$ cat src/rtl/ppo_pkg.sv
// Package for the pulse pattern output unit: register map, fields, resets.
// Assumes a 32-bit AXI4-Lite register bus with word-aligned registers.
package ppo_pkg;

   localparam int          PPO_GROUPS       = 4;
   localparam int          PPO_GROUP_BITS   = 4;
   localparam int          PPO_BITS         = 16;
   localparam int          PPO_CHANNELS     = 4;

   localparam logic [7:0]  PPO_OFS_MODE     = 8'h00;
   localparam logic [7:0]  PPO_OFS_TRIGSEL  = 8'h04;
   localparam logic [7:0]  PPO_OFS_NEXT     = 8'h08;
   localparam logic [7:0]  PPO_OFS_OUTDATA  = 8'h0C;
   localparam logic [7:0]  PPO_OFS_NDEN     = 8'h10;
   localparam logic [7:0]  PPO_OFS_DIR      = 8'h14;
   localparam logic [7:0]  PPO_OFS_CAPMODE  = 8'h18;
   localparam logic [7:0]  PPO_OFS_PINSTAT  = 8'h1C;

   localparam int          PPO_INV_LSB      = 4;
   localparam int          PPO_NOV_LSB      = 0;

   localparam logic [7:0]  PPO_MODE_RST     = 8'hF0;
   localparam logic [7:0]  PPO_TRIGSEL_RST  = 8'hFF;
   localparam logic [15:0] PPO_DATA_RST     = 16'h0000;
   localparam logic [3:0]  PPO_CAPMODE_RST  = 4'h0;

   localparam logic [1:0]  PPO_RESP_OKAY    = 2'h0;
   localparam logic [1:0]  PPO_RESP_SLVERR  = 2'h2;

endpackage : ppo_pkg

$ cat src/rtl/ppo_group.sv
// One four-bit pulse output group: trigger selection and next-to-output copy.
// Assumes timer strobes are one-cycle pulses on aclk.
module ppo_group
   import ppo_pkg::*;
(
   input  wire logic       aclk,
   input  wire logic       aresetn,
   input  wire logic [1:0] trig_sel,
   input  wire logic       nonoverlap_sel,
   input  wire logic [3:0] match_a,
   input  wire logic [3:0] match_b,
   input  wire logic [3:0] capture_a,
   input  wire logic [3:0] capture_mode,
   input  wire logic [3:0] next_bits,
   input  wire logic       sw_wr,
   input  wire logic [3:0] sw_data,
   output logic      [3:0] out_bits,
   output logic            trig_a_seen,
   output logic            trig_b_seen
);

   logic trig_a;
   logic trig_b;

   // Capture mode swaps the match A strobe for the capture strobe.
   assign trig_a = capture_mode[trig_sel]
                 ? capture_a[trig_sel]
                 : match_a[trig_sel];
   assign trig_b = nonoverlap_sel & match_b[trig_sel];
   assign trig_a_seen = trig_a;
   assign trig_b_seen = trig_b;

   // Copy happens regardless of pin use; triggers win over software writes.
   always_ff @(posedge aclk)
   begin
      if (!aresetn)
         out_bits <= PPO_DATA_RST[3:0];
      else if (trig_a)
         out_bits <= next_bits;
      else if (trig_b)
         out_bits <= out_bits & next_bits;
      else if (sw_wr)
         out_bits <= sw_data;
   end

   a_copy_on_a: assert property (@(posedge aclk)
      disable iff (!aresetn)
      trig_a |=> out_bits == $past(next_bits))
      else $error("Output bits did not take next data at trigger A.");

   a_zero_on_b: assert property (@(posedge aclk)
      disable iff (!aresetn)
      (trig_b && !trig_a)
      |=> out_bits == ($past(out_bits) & $past(next_bits)))
      else $error("Trigger B copied more than zero bits.");

   a_normal_no_b: assert property (@(posedge aclk)
      disable iff (!aresetn)
      (!nonoverlap_sel && !trig_a && !sw_wr) |=> $stable(out_bits))
      else $error("Normal mode output changed without trigger A.");

endmodule : ppo_group

$ cat src/rtl/ppo_top.sv
// Pulse pattern output unit: sixteen output bits in four groups of four.
// Assumes an AXI4-Lite master and a timer giving one-cycle strobes.
// Contract
// - Mode bits 7..4 select inversion, reset one.
// - Inverted group drives complement of output data.
// - Nonoverlap bits 3..0 reset zero; match A only.
// - Nonoverlap group updates at match A or B.
// - Pin active only when direction and enable set.
// - Pin shows held output data before triggers.
// - Selected trigger copies next data to output.
// - Nonoverlap match A copies all next bits.
// - Nonoverlap match B copies only zero bits.
// - Two-bit field picks timer channel, reset three.
// - Capture-mode channel triggers on capture event.
// - Copy happens even when pin used elsewhere.
//
// Our own choices: the AXI4-Lite interface to the registers and the address map.
module ppo_top
   import ppo_pkg::*;
(
   input  wire logic        aclk,
   input  wire logic        aresetn,
   input  wire logic [7:0]  s_axi_awaddr,
   input  wire logic        s_axi_awvalid,
   output logic             s_axi_awready,
   input  wire logic [31:0] s_axi_wdata,
   input  wire logic [3:0]  s_axi_wstrb,
   input  wire logic        s_axi_wvalid,
   output logic             s_axi_wready,
   output logic [1:0]       s_axi_bresp,
   output logic             s_axi_bvalid,
   input  wire logic        s_axi_bready,
   input  wire logic [7:0]  s_axi_araddr,
   input  wire logic        s_axi_arvalid,
   output logic             s_axi_arready,
   output logic [31:0]      s_axi_rdata,
   output logic [1:0]       s_axi_rresp,
   output logic             s_axi_rvalid,
   input  wire logic        s_axi_rready,
   input  wire logic [3:0]  match_a,
   input  wire logic [3:0]  match_b,
   input  wire logic [3:0]  capture_a,
   output logic [15:0]      pulse_out,
   output logic [15:0]      pulse_out_en
);

   logic [7:0]  pulse_output_mode_reg;
   logic [7:0]  trigger_select_reg;
   logic [15:0] next_data_reg;
   logic [15:0] next_data_enable_reg;
   logic [15:0] port_direction_reg;
   logic [3:0]  capture_mode_reg;
   logic [15:0] output_data_reg;
   logic [7:0]  aw_addr_reg;
   logic        aw_full_reg;
   logic [31:0] w_data_reg;
   logic [3:0]  w_strb_reg;
   logic        w_full_reg;
   logic        wr_fire;
   logic        wr_hit;
   logic        rd_fire;
   logic [31:0] rd_data_next;
   logic        rd_ok_next;
   logic [15:0] drive_level;
   logic [15:0] pin_active;
   logic [3:0]  trig_a_seen;
   logic [3:0]  trig_b_seen;

   // Merges byte lanes of a write into a 16-bit register value.
   function automatic logic [15:0] merge16(input logic [15:0] old_v,
                                           input logic [31:0] data,
                                           input logic [3:0]  strb);
      logic [15:0] r;
      r = old_v;
      if (strb[0])
         r[7:0] = data[7:0];
      if (strb[1])
         r[15:8] = data[15:8];
      return r;
   endfunction : merge16

   // Address and data are held separately so either may arrive first.
   assign s_axi_awready = !aw_full_reg && !s_axi_bvalid;
   assign s_axi_wready  = !w_full_reg && !s_axi_bvalid;
   assign wr_fire       = aw_full_reg && w_full_reg && !s_axi_bvalid;
   assign s_axi_arready = !s_axi_rvalid;
   assign rd_fire       = s_axi_arvalid && s_axi_arready;

   always_ff @(posedge aclk)
   begin
      if (!aresetn)
      begin
         aw_full_reg <= 1'b0;
         aw_addr_reg <= 8'h00;
      end
      else if (s_axi_awvalid && s_axi_awready)
      begin
         aw_full_reg <= 1'b1;
         aw_addr_reg <= s_axi_awaddr;
      end
      else if (wr_fire)
         aw_full_reg <= 1'b0;
   end

   always_ff @(posedge aclk)
   begin
      if (!aresetn)
      begin
         w_full_reg <= 1'b0;
         w_data_reg <= 32'h0000_0000;
         w_strb_reg <= 4'h0;
      end
      else if (s_axi_wvalid && s_axi_wready)
      begin
         w_full_reg <= 1'b1;
         w_data_reg <= s_axi_wdata;
         w_strb_reg <= s_axi_wstrb;
      end
      else if (wr_fire)
         w_full_reg <= 1'b0;
   end

   always_comb
   begin
      unique case (aw_addr_reg & 8'hFC)
         PPO_OFS_MODE, PPO_OFS_TRIGSEL, PPO_OFS_NEXT, PPO_OFS_OUTDATA,
         PPO_OFS_NDEN, PPO_OFS_DIR, PPO_OFS_CAPMODE:
            wr_hit = 1'b1;
         default:
            wr_hit = 1'b0;
      endcase
   end

   always_ff @(posedge aclk)
   begin
      if (!aresetn)
      begin
         s_axi_bvalid <= 1'b0;
         s_axi_bresp  <= PPO_RESP_OKAY;
      end
      else if (wr_fire)
      begin
         s_axi_bvalid <= 1'b1;
         s_axi_bresp  <= wr_hit ? PPO_RESP_OKAY : PPO_RESP_SLVERR;
      end
      else if (s_axi_bready)
         s_axi_bvalid <= 1'b0;
   end

   // Control registers written by software.
   always_ff @(posedge aclk)
   begin
      if (!aresetn)
      begin
         pulse_output_mode_reg <= PPO_MODE_RST;
         trigger_select_reg    <= PPO_TRIGSEL_RST;
         next_data_reg         <= PPO_DATA_RST;
         next_data_enable_reg  <= PPO_DATA_RST;
         port_direction_reg    <= PPO_DATA_RST;
         capture_mode_reg      <= PPO_CAPMODE_RST;
      end
      else if (wr_fire && w_strb_reg[0])
      begin
         unique case (aw_addr_reg & 8'hFC)
            PPO_OFS_MODE:
               pulse_output_mode_reg <= w_data_reg[7:0];
            PPO_OFS_TRIGSEL:
               trigger_select_reg <= w_data_reg[7:0];
            PPO_OFS_CAPMODE:
               capture_mode_reg <= w_data_reg[3:0];
            default:
            begin
            end
         endcase
      end
      if (aresetn && wr_fire)
      begin
         unique case (aw_addr_reg & 8'hFC)
            PPO_OFS_NEXT:
               next_data_reg <= merge16(next_data_reg, w_data_reg,
                                        w_strb_reg);
            PPO_OFS_NDEN:
               next_data_enable_reg <= merge16(next_data_enable_reg,
                                               w_data_reg, w_strb_reg);
            PPO_OFS_DIR:
               port_direction_reg <= merge16(port_direction_reg,
                                             w_data_reg, w_strb_reg);
            default:
            begin
            end
         endcase
      end
   end

   // Each group owns four consecutive output bits.
   for (genvar g = 0; g < PPO_GROUPS; g++)
   begin : g_grp
      logic [15:0] sw_val;
      assign sw_val = merge16(output_data_reg, w_data_reg, w_strb_reg);
      ppo_group u_grp (
         .aclk           (aclk),
         .aresetn        (aresetn),
         .trig_sel       (trigger_select_reg[2*g +: 2]),
         .nonoverlap_sel (pulse_output_mode_reg[PPO_NOV_LSB + g]),
         .match_a        (match_a),
         .match_b        (match_b),
         .capture_a      (capture_a),
         .capture_mode   (capture_mode_reg),
         .next_bits      (next_data_reg[4*g +: 4]),
         .sw_wr          (wr_fire
                          && (aw_addr_reg & 8'hFC) == PPO_OFS_OUTDATA),
         .sw_data        (sw_val[4*g +: 4]),
         .out_bits       (output_data_reg[4*g +: 4]),
         .trig_a_seen    (trig_a_seen[g]),
         .trig_b_seen    (trig_b_seen[g])
      );
      // Clearing the select bit inverts the group's pin levels.
      assign drive_level[4*g +: 4] =
         pulse_output_mode_reg[PPO_INV_LSB + g] ? output_data_reg[4*g +: 4]
                                                : ~output_data_reg[4*g +: 4];
   end

   assign pin_active = port_direction_reg & next_data_enable_reg;

   always_ff @(posedge aclk)
   begin
      if (!aresetn)
      begin
         pulse_out    <= 16'h0000;
         pulse_out_en <= 16'h0000;
      end
      else
      begin
         pulse_out    <= drive_level & pin_active;
         pulse_out_en <= pin_active;
      end
   end

   // Read path.
   always_comb
   begin
      rd_ok_next   = 1'b1;
      rd_data_next = 32'h0000_0000;
      unique case (s_axi_araddr & 8'hFC)
         PPO_OFS_MODE:
            rd_data_next[7:0] = pulse_output_mode_reg;
         PPO_OFS_TRIGSEL:
            rd_data_next[7:0] = trigger_select_reg;
         PPO_OFS_NEXT:
            rd_data_next[15:0] = next_data_reg;
         PPO_OFS_OUTDATA:
            rd_data_next[15:0] = output_data_reg;
         PPO_OFS_NDEN:
            rd_data_next[15:0] = next_data_enable_reg;
         PPO_OFS_DIR:
            rd_data_next[15:0] = port_direction_reg;
         PPO_OFS_CAPMODE:
            rd_data_next[3:0] = capture_mode_reg;
         PPO_OFS_PINSTAT:
            rd_data_next[15:0] = drive_level & pin_active;
         default:
            rd_ok_next = 1'b0;
      endcase
   end

   always_ff @(posedge aclk)
   begin
      if (!aresetn)
      begin
         s_axi_rvalid <= 1'b0;
         s_axi_rdata  <= 32'h0000_0000;
         s_axi_rresp  <= PPO_RESP_OKAY;
      end
      else if (rd_fire)
      begin
         s_axi_rvalid <= 1'b1;
         s_axi_rdata  <= rd_data_next;
         s_axi_rresp  <= rd_ok_next ? PPO_RESP_OKAY : PPO_RESP_SLVERR;
      end
      else if (s_axi_rready)
         s_axi_rvalid <= 1'b0;
   end

   a_pin_gate: assert property (@(posedge aclk)
      disable iff (!aresetn)
      ##1 pulse_out_en == $past(port_direction_reg & next_data_enable_reg))
      else $error("Pin enable does not follow direction and enable.");

   a_inv_level: assert property (@(posedge aclk)
      disable iff (!aresetn)
      (!pulse_output_mode_reg[PPO_INV_LSB] && pin_active[0])
      |=> pulse_out[0] == !$past(output_data_reg[0]))
      else $error("Inverted group 0 bit 0 has wrong level.");

   a_direct_level: assert property (@(posedge aclk)
      disable iff (!aresetn)
      (pulse_output_mode_reg[PPO_INV_LSB + 3] && pin_active[15])
      |=> pulse_out[15] == $past(output_data_reg[15]))
      else $error("Direct group 3 bit 15 has wrong level.");

   a_grp0_trig: assert property (@(posedge aclk)
      disable iff (!aresetn)
      trig_a_seen[0] |=> output_data_reg[3:0] == $past(next_data_reg[3:0]))
      else $error("Group 0 missed its trigger copy.");

   a_reset_mode: assert property (@(posedge aclk)
      !aresetn |=> pulse_output_mode_reg == PPO_MODE_RST
                   && trigger_select_reg == PPO_TRIGSEL_RST)
      else $error("Mode or trigger select not at reset value.");

   // In non-overlap mode, match B on the selected channel must clear zero bits of group 1.
   a_b_only_nov: assert property (@(posedge aclk)
      disable iff (!aresetn)
      (pulse_output_mode_reg[PPO_NOV_LSB + 1]
       && match_b[trigger_select_reg[3:2]] && !trig_a_seen[1])
      |-> trig_b_seen[1] ##1 output_data_reg[7:4]
          == ($past(output_data_reg[7:4]) & $past(next_data_reg[7:4])))
      else $error("Group 1 did not update at match B.");

endmodule : ppo_top

$ cat config.mk
export PLATFORM = sky130hd
export DESIGN_NAME = ppo_top
export DESIGN_NICKNAME = d
export VERILOG_FILES = /design/src/rtl/ppo_pkg.sv /design/src/rtl/ppo_group.sv /design/src/rtl/ppo_top.sv
export SDC_FILE = /design/constraint.sdc
export NUM_CORES = 1
export LEC_CHECK = 0
export BUFFER_PORTS_ARGS = -buffer_cell sky130_fd_sc_hd__buf_4
export CAP_MARGIN = 20
export CORE_MARGIN = 4
export CORE_UTILIZATION = 51
export CTS_CLUSTER_DIAMETER = 50
export DETAILED_ROUTE_END_ITERATION = 8
export PLACE_DENSITY = 0.81
export SLEW_MARGIN = 10
export SYNTH_ARGS = -nofsm -noshare
export SYNTH_HDL_FRONTEND = slang
export SYNTH_SLANG_ARGS = --single-unit
export TNS_END_PERCENT = 10
$ cat constraint.sdc
create_clock -name aclk -period 2.2 [get_ports aclk]
set_clock_uncertainty 0.15 [all_clocks]
set_input_delay 0.44 -clock aclk [delete_from_list [all_inputs] [get_ports aclk]]
set_output_delay 0.44 -clock aclk [all_outputs]
set_load 0.02 [all_outputs]
==> impl_metrics.tcl <==
set metrics [dict create \
    met1Wirelength_um 8900 \
    grt_antenna_before_repair 0 \
    track_usage_pct 23.7 \
    dieArea_um2 17400 \
    clock.fmax_mhz 468 \
    pwr-share-clk_pct 44.0 \
    ys.warnings.count 0 \
    sw_frac_of_total_pct 23.9 \
    fillCellCount 1250 \
    post-route-util_pct 63.4 \
    num_antenna_cells 0 \
    postRouteAntennaNets 0 \
    finalCriticalPeriod_ns 2.14 \
    area_growth_pct 22.3 \
    gp_congestion 0.915 \
    rows 45 \
    drc 0 \
    dpl.cell_count 1119 \
    drt-total-wl_um 21000 \
    synth_flop_cell "dfxtp_1" \
    hold_violations 0 \
    wl_per_cell_um 18.2 \
    core_area_um2 15100 \
    period_share_pct 97.2 \
    seq_area_frac_synth_pct 47.6 \
    fp.dieW_um 132 \
    clkLatencyLatePin_ns 0.44 \
    cap_violations 0 \
    arrival_ns 2.31 \
    ir_drop_mv 0.555 \
    status "finished, final reports clean" \
    cp.required_ns 2.37 \
    start_util_pct 51.9 \
    async_flop_share_pct 0 \
    met2_length_um 9620 \
    drive_gt1_share_pct 22.8 \
    cts_tree "done" \
    path_clk_slew_ns 0.06 \
    comb_power_share_pct 8.1 \
    critPathMaxFanout 8 \
    highest_layer "met4" \
    firstDrtPassIters 5 \
    clockRootBuffer "clkbuf_16" \
    clock-sinks 162 \
    syn_area_um2 7830 \
    hpwl_um 14500 \
    ys_types 56 \
    grt_pass1_vias 6355 \
    powerDensity_nw_per_um2 704 \
    synth_edf_count 48 \
    post_cts_buffers 0 \
    power.leakage_nw 3.97 \
    worstMarginPinSlew_ns 0.703 \
    p_sw_mw 1.61 \
    slew-limit-headroom_pct 53.1 \
    syn_area_per_cell_um2 9.29 \
    fin_nets 1021 \
    crit_path_start_kind "register" \
    grt_pass1_wl_um 33200 \
    drt_iter0_drc 810 \
    vias 6763 \
    setup_viol 0 \
    synth_area_leaders "dfxtp_1 (29%), edfxtp_1 (18%), nand2_1 (8.5%), o21ai_0 (4.7%), mux2i_1 (4.5%)" \
    worstSetupPathType "reg -> reg" \
    grt_overflow 0 \
    cts_max_level 4 \
    cts_buffer_depth 2 \
    maxSlewViolCount 0 \
    holdCritPathClass "in -> reg" \
    io_pins 144 \
    instances_no_fill 1151 \
    power_frac_seq_pct 47.9 \
    met3_length_um 2020 \
    yosysTopAreaCell "dfxtp_1" \
    grt_max_degree 77 \
    netlist_instances 842 \
    cp-end-kind "register" \
    hold_slack_ns 0.0965 \
    port-buffer-count 103 \
    ys_seq_elements 162 \
    synth_top_area_share_pct 29.2 \
    die_y_um 132 \
    cts_inserted_buffers 17 \
    power.internal_mw 5.13 \
    via_per_inst 5.88 \
]
cells in the mapped netlist (all sizes together), types with 3 or more instances:
| cell | count |
|---|---|
| nor2 | 23 |
| a41oi | 4 |
| a22oi | 8 |
| nand4 | 8 |
| dfxtp | 114 |
| a21boi | 29 |
| o22ai | 8 |
| a31oi | 16 |
| mux4 | 10 |
| nand3b | 4 |
| xnor2 | 12 |
| nor2b | 20 |
| buf | 28 |
| nor4bb | 3 |
| edfxtp | 48 |
| mux2 | 4 |
| o2bb2ai | 3 |
| o21ai | 73 |
| nand2b | 8 |
| a22o | 3 |
| and2 | 22 |
| o221a | 8 |
| and3 | 31 |
| a21oi | 21 |
| nand2 | 178 |
| a31o | 3 |
| inv | 10 |
| o311a | 10 |
| a41o | 4 |
| clkbuf | 51 |
| nand3 | 5 |
| o21a | 12 |
| a221oi | 4 |
| mux2i | 35 |
metal layers:
metal / up-vias / global-route usage, %
li1: 3199 / -
met1: 3168 / 32.8
met2: 361 / 36.4
met3: 35 / 6.03
met4: 0 / 7.76
met5: - / 0
cell type report:
type | count | area, um^2 | area share, %
clock buffer | 24 | 547 | 5.71
clock inverter | 8 | 56.3 | 0.588
inverter | 10 | 37.5 | 0.392
multi-input combinational | 608 | 3810 | 39.8
sequential | 162 | 3730 | 38.9
tap | 188 | 235 | 2.46
timing repair buffer | 151 | 1160 | 12.1
per-stage QoR:
stage          power, mW  TNS (ns)  setup WS, ns  area [um^2]
5_1_grt             6.94  -0.00773      -0.00757         9570
3_3_place_gp        3.80    -0.477       -0.0965         8930
3_5_place_dp        3.81    -0.666        -0.140         8930
2_1_floorplan       3.60         0        0.0238         7890
4_1_cts             6.75         0      0.000282         9530
6_report            6.74         0        0.0615         9570
path summary, 6_finish.rpt:
path | slack (ns) | end | cells past startpoint | start
worst min register to register | 0.33 | s_axi_rdata[7] | 2 | s_axi_rdata[7]
worst max register to register | 0.06 | g_grp[1].u_grp.out_bits[3] | 4 | capture_mode_reg[3]
worst min-delay path | 0.1 | s_axi_rvalid | 2 | s_axi_arvalid
worst max-delay path | 0.06 | g_grp[1].u_grp.out_bits[3] | 4 | capture_mode_reg[3]
power by group through the flow:
stage          logic, mW  clock network [mW]  registers, mW
4_1_cts            0.531                2.99           3.22
3_5_place_dp       0.527                   0           3.29
6_report           0.543                2.97           3.23
5_1_grt            0.586                3.12           3.24
3_3_place_gp       0.518                   0           3.28
2_1_floorplan      0.341                   0           3.26
worst max-delay path: stages, from the launching register on:
cell and delay, ns:
dfxtp_1 0.37, mux2_4 0.33, mux4_2 0.51, or2_4 0.31, o311a_1 0.35
cells by family after synthesis:
family	Yosys count	synth area share (%)
simple gates	320	19.8
compound gates	209	17.9
flops	162	47.6
buf+inv	89	5.32
mux	49	8.07
xor+xnor	12	1.34
other cells	1	0.0479
layout by cell type, fill, tap and decap left out, types with 3 or more instances in the layout:
cell and instances:
nand2_1 178, buf_4 149, dfxtp_1 112, o21ai_0 73, edfxtp_1 48, mux2i_1 33
and3_1 31, a21boi_0 29, nor2_1 23, and2_1 22, a21oi_1 21, clkbuf_16 21
nor2b_1 19, conb_1 18, a31oi_1 16, o21a_1 12, xnor2_1 12, inv_1 10
mux4_2 10, o311a_1 10, nand2b_1 8, o221a_2 8, nand4_1 8, a22oi_1 8
o22ai_1 8, nand3_1 5, a41o_1 4, a41oi_1 4, a221oi_1 4, nand3b_1 4
inv_4 4, a31o_2 3, o2bb2ai_1 3, mux2_4 3
timing repair:
item,in CTS,in global routing
endpoints found under the setup margin,0,87
hold endpoints to repair,0,0
resized for setup,0,9
hold buffers,0,0
(Power assumes the default switching activity.)
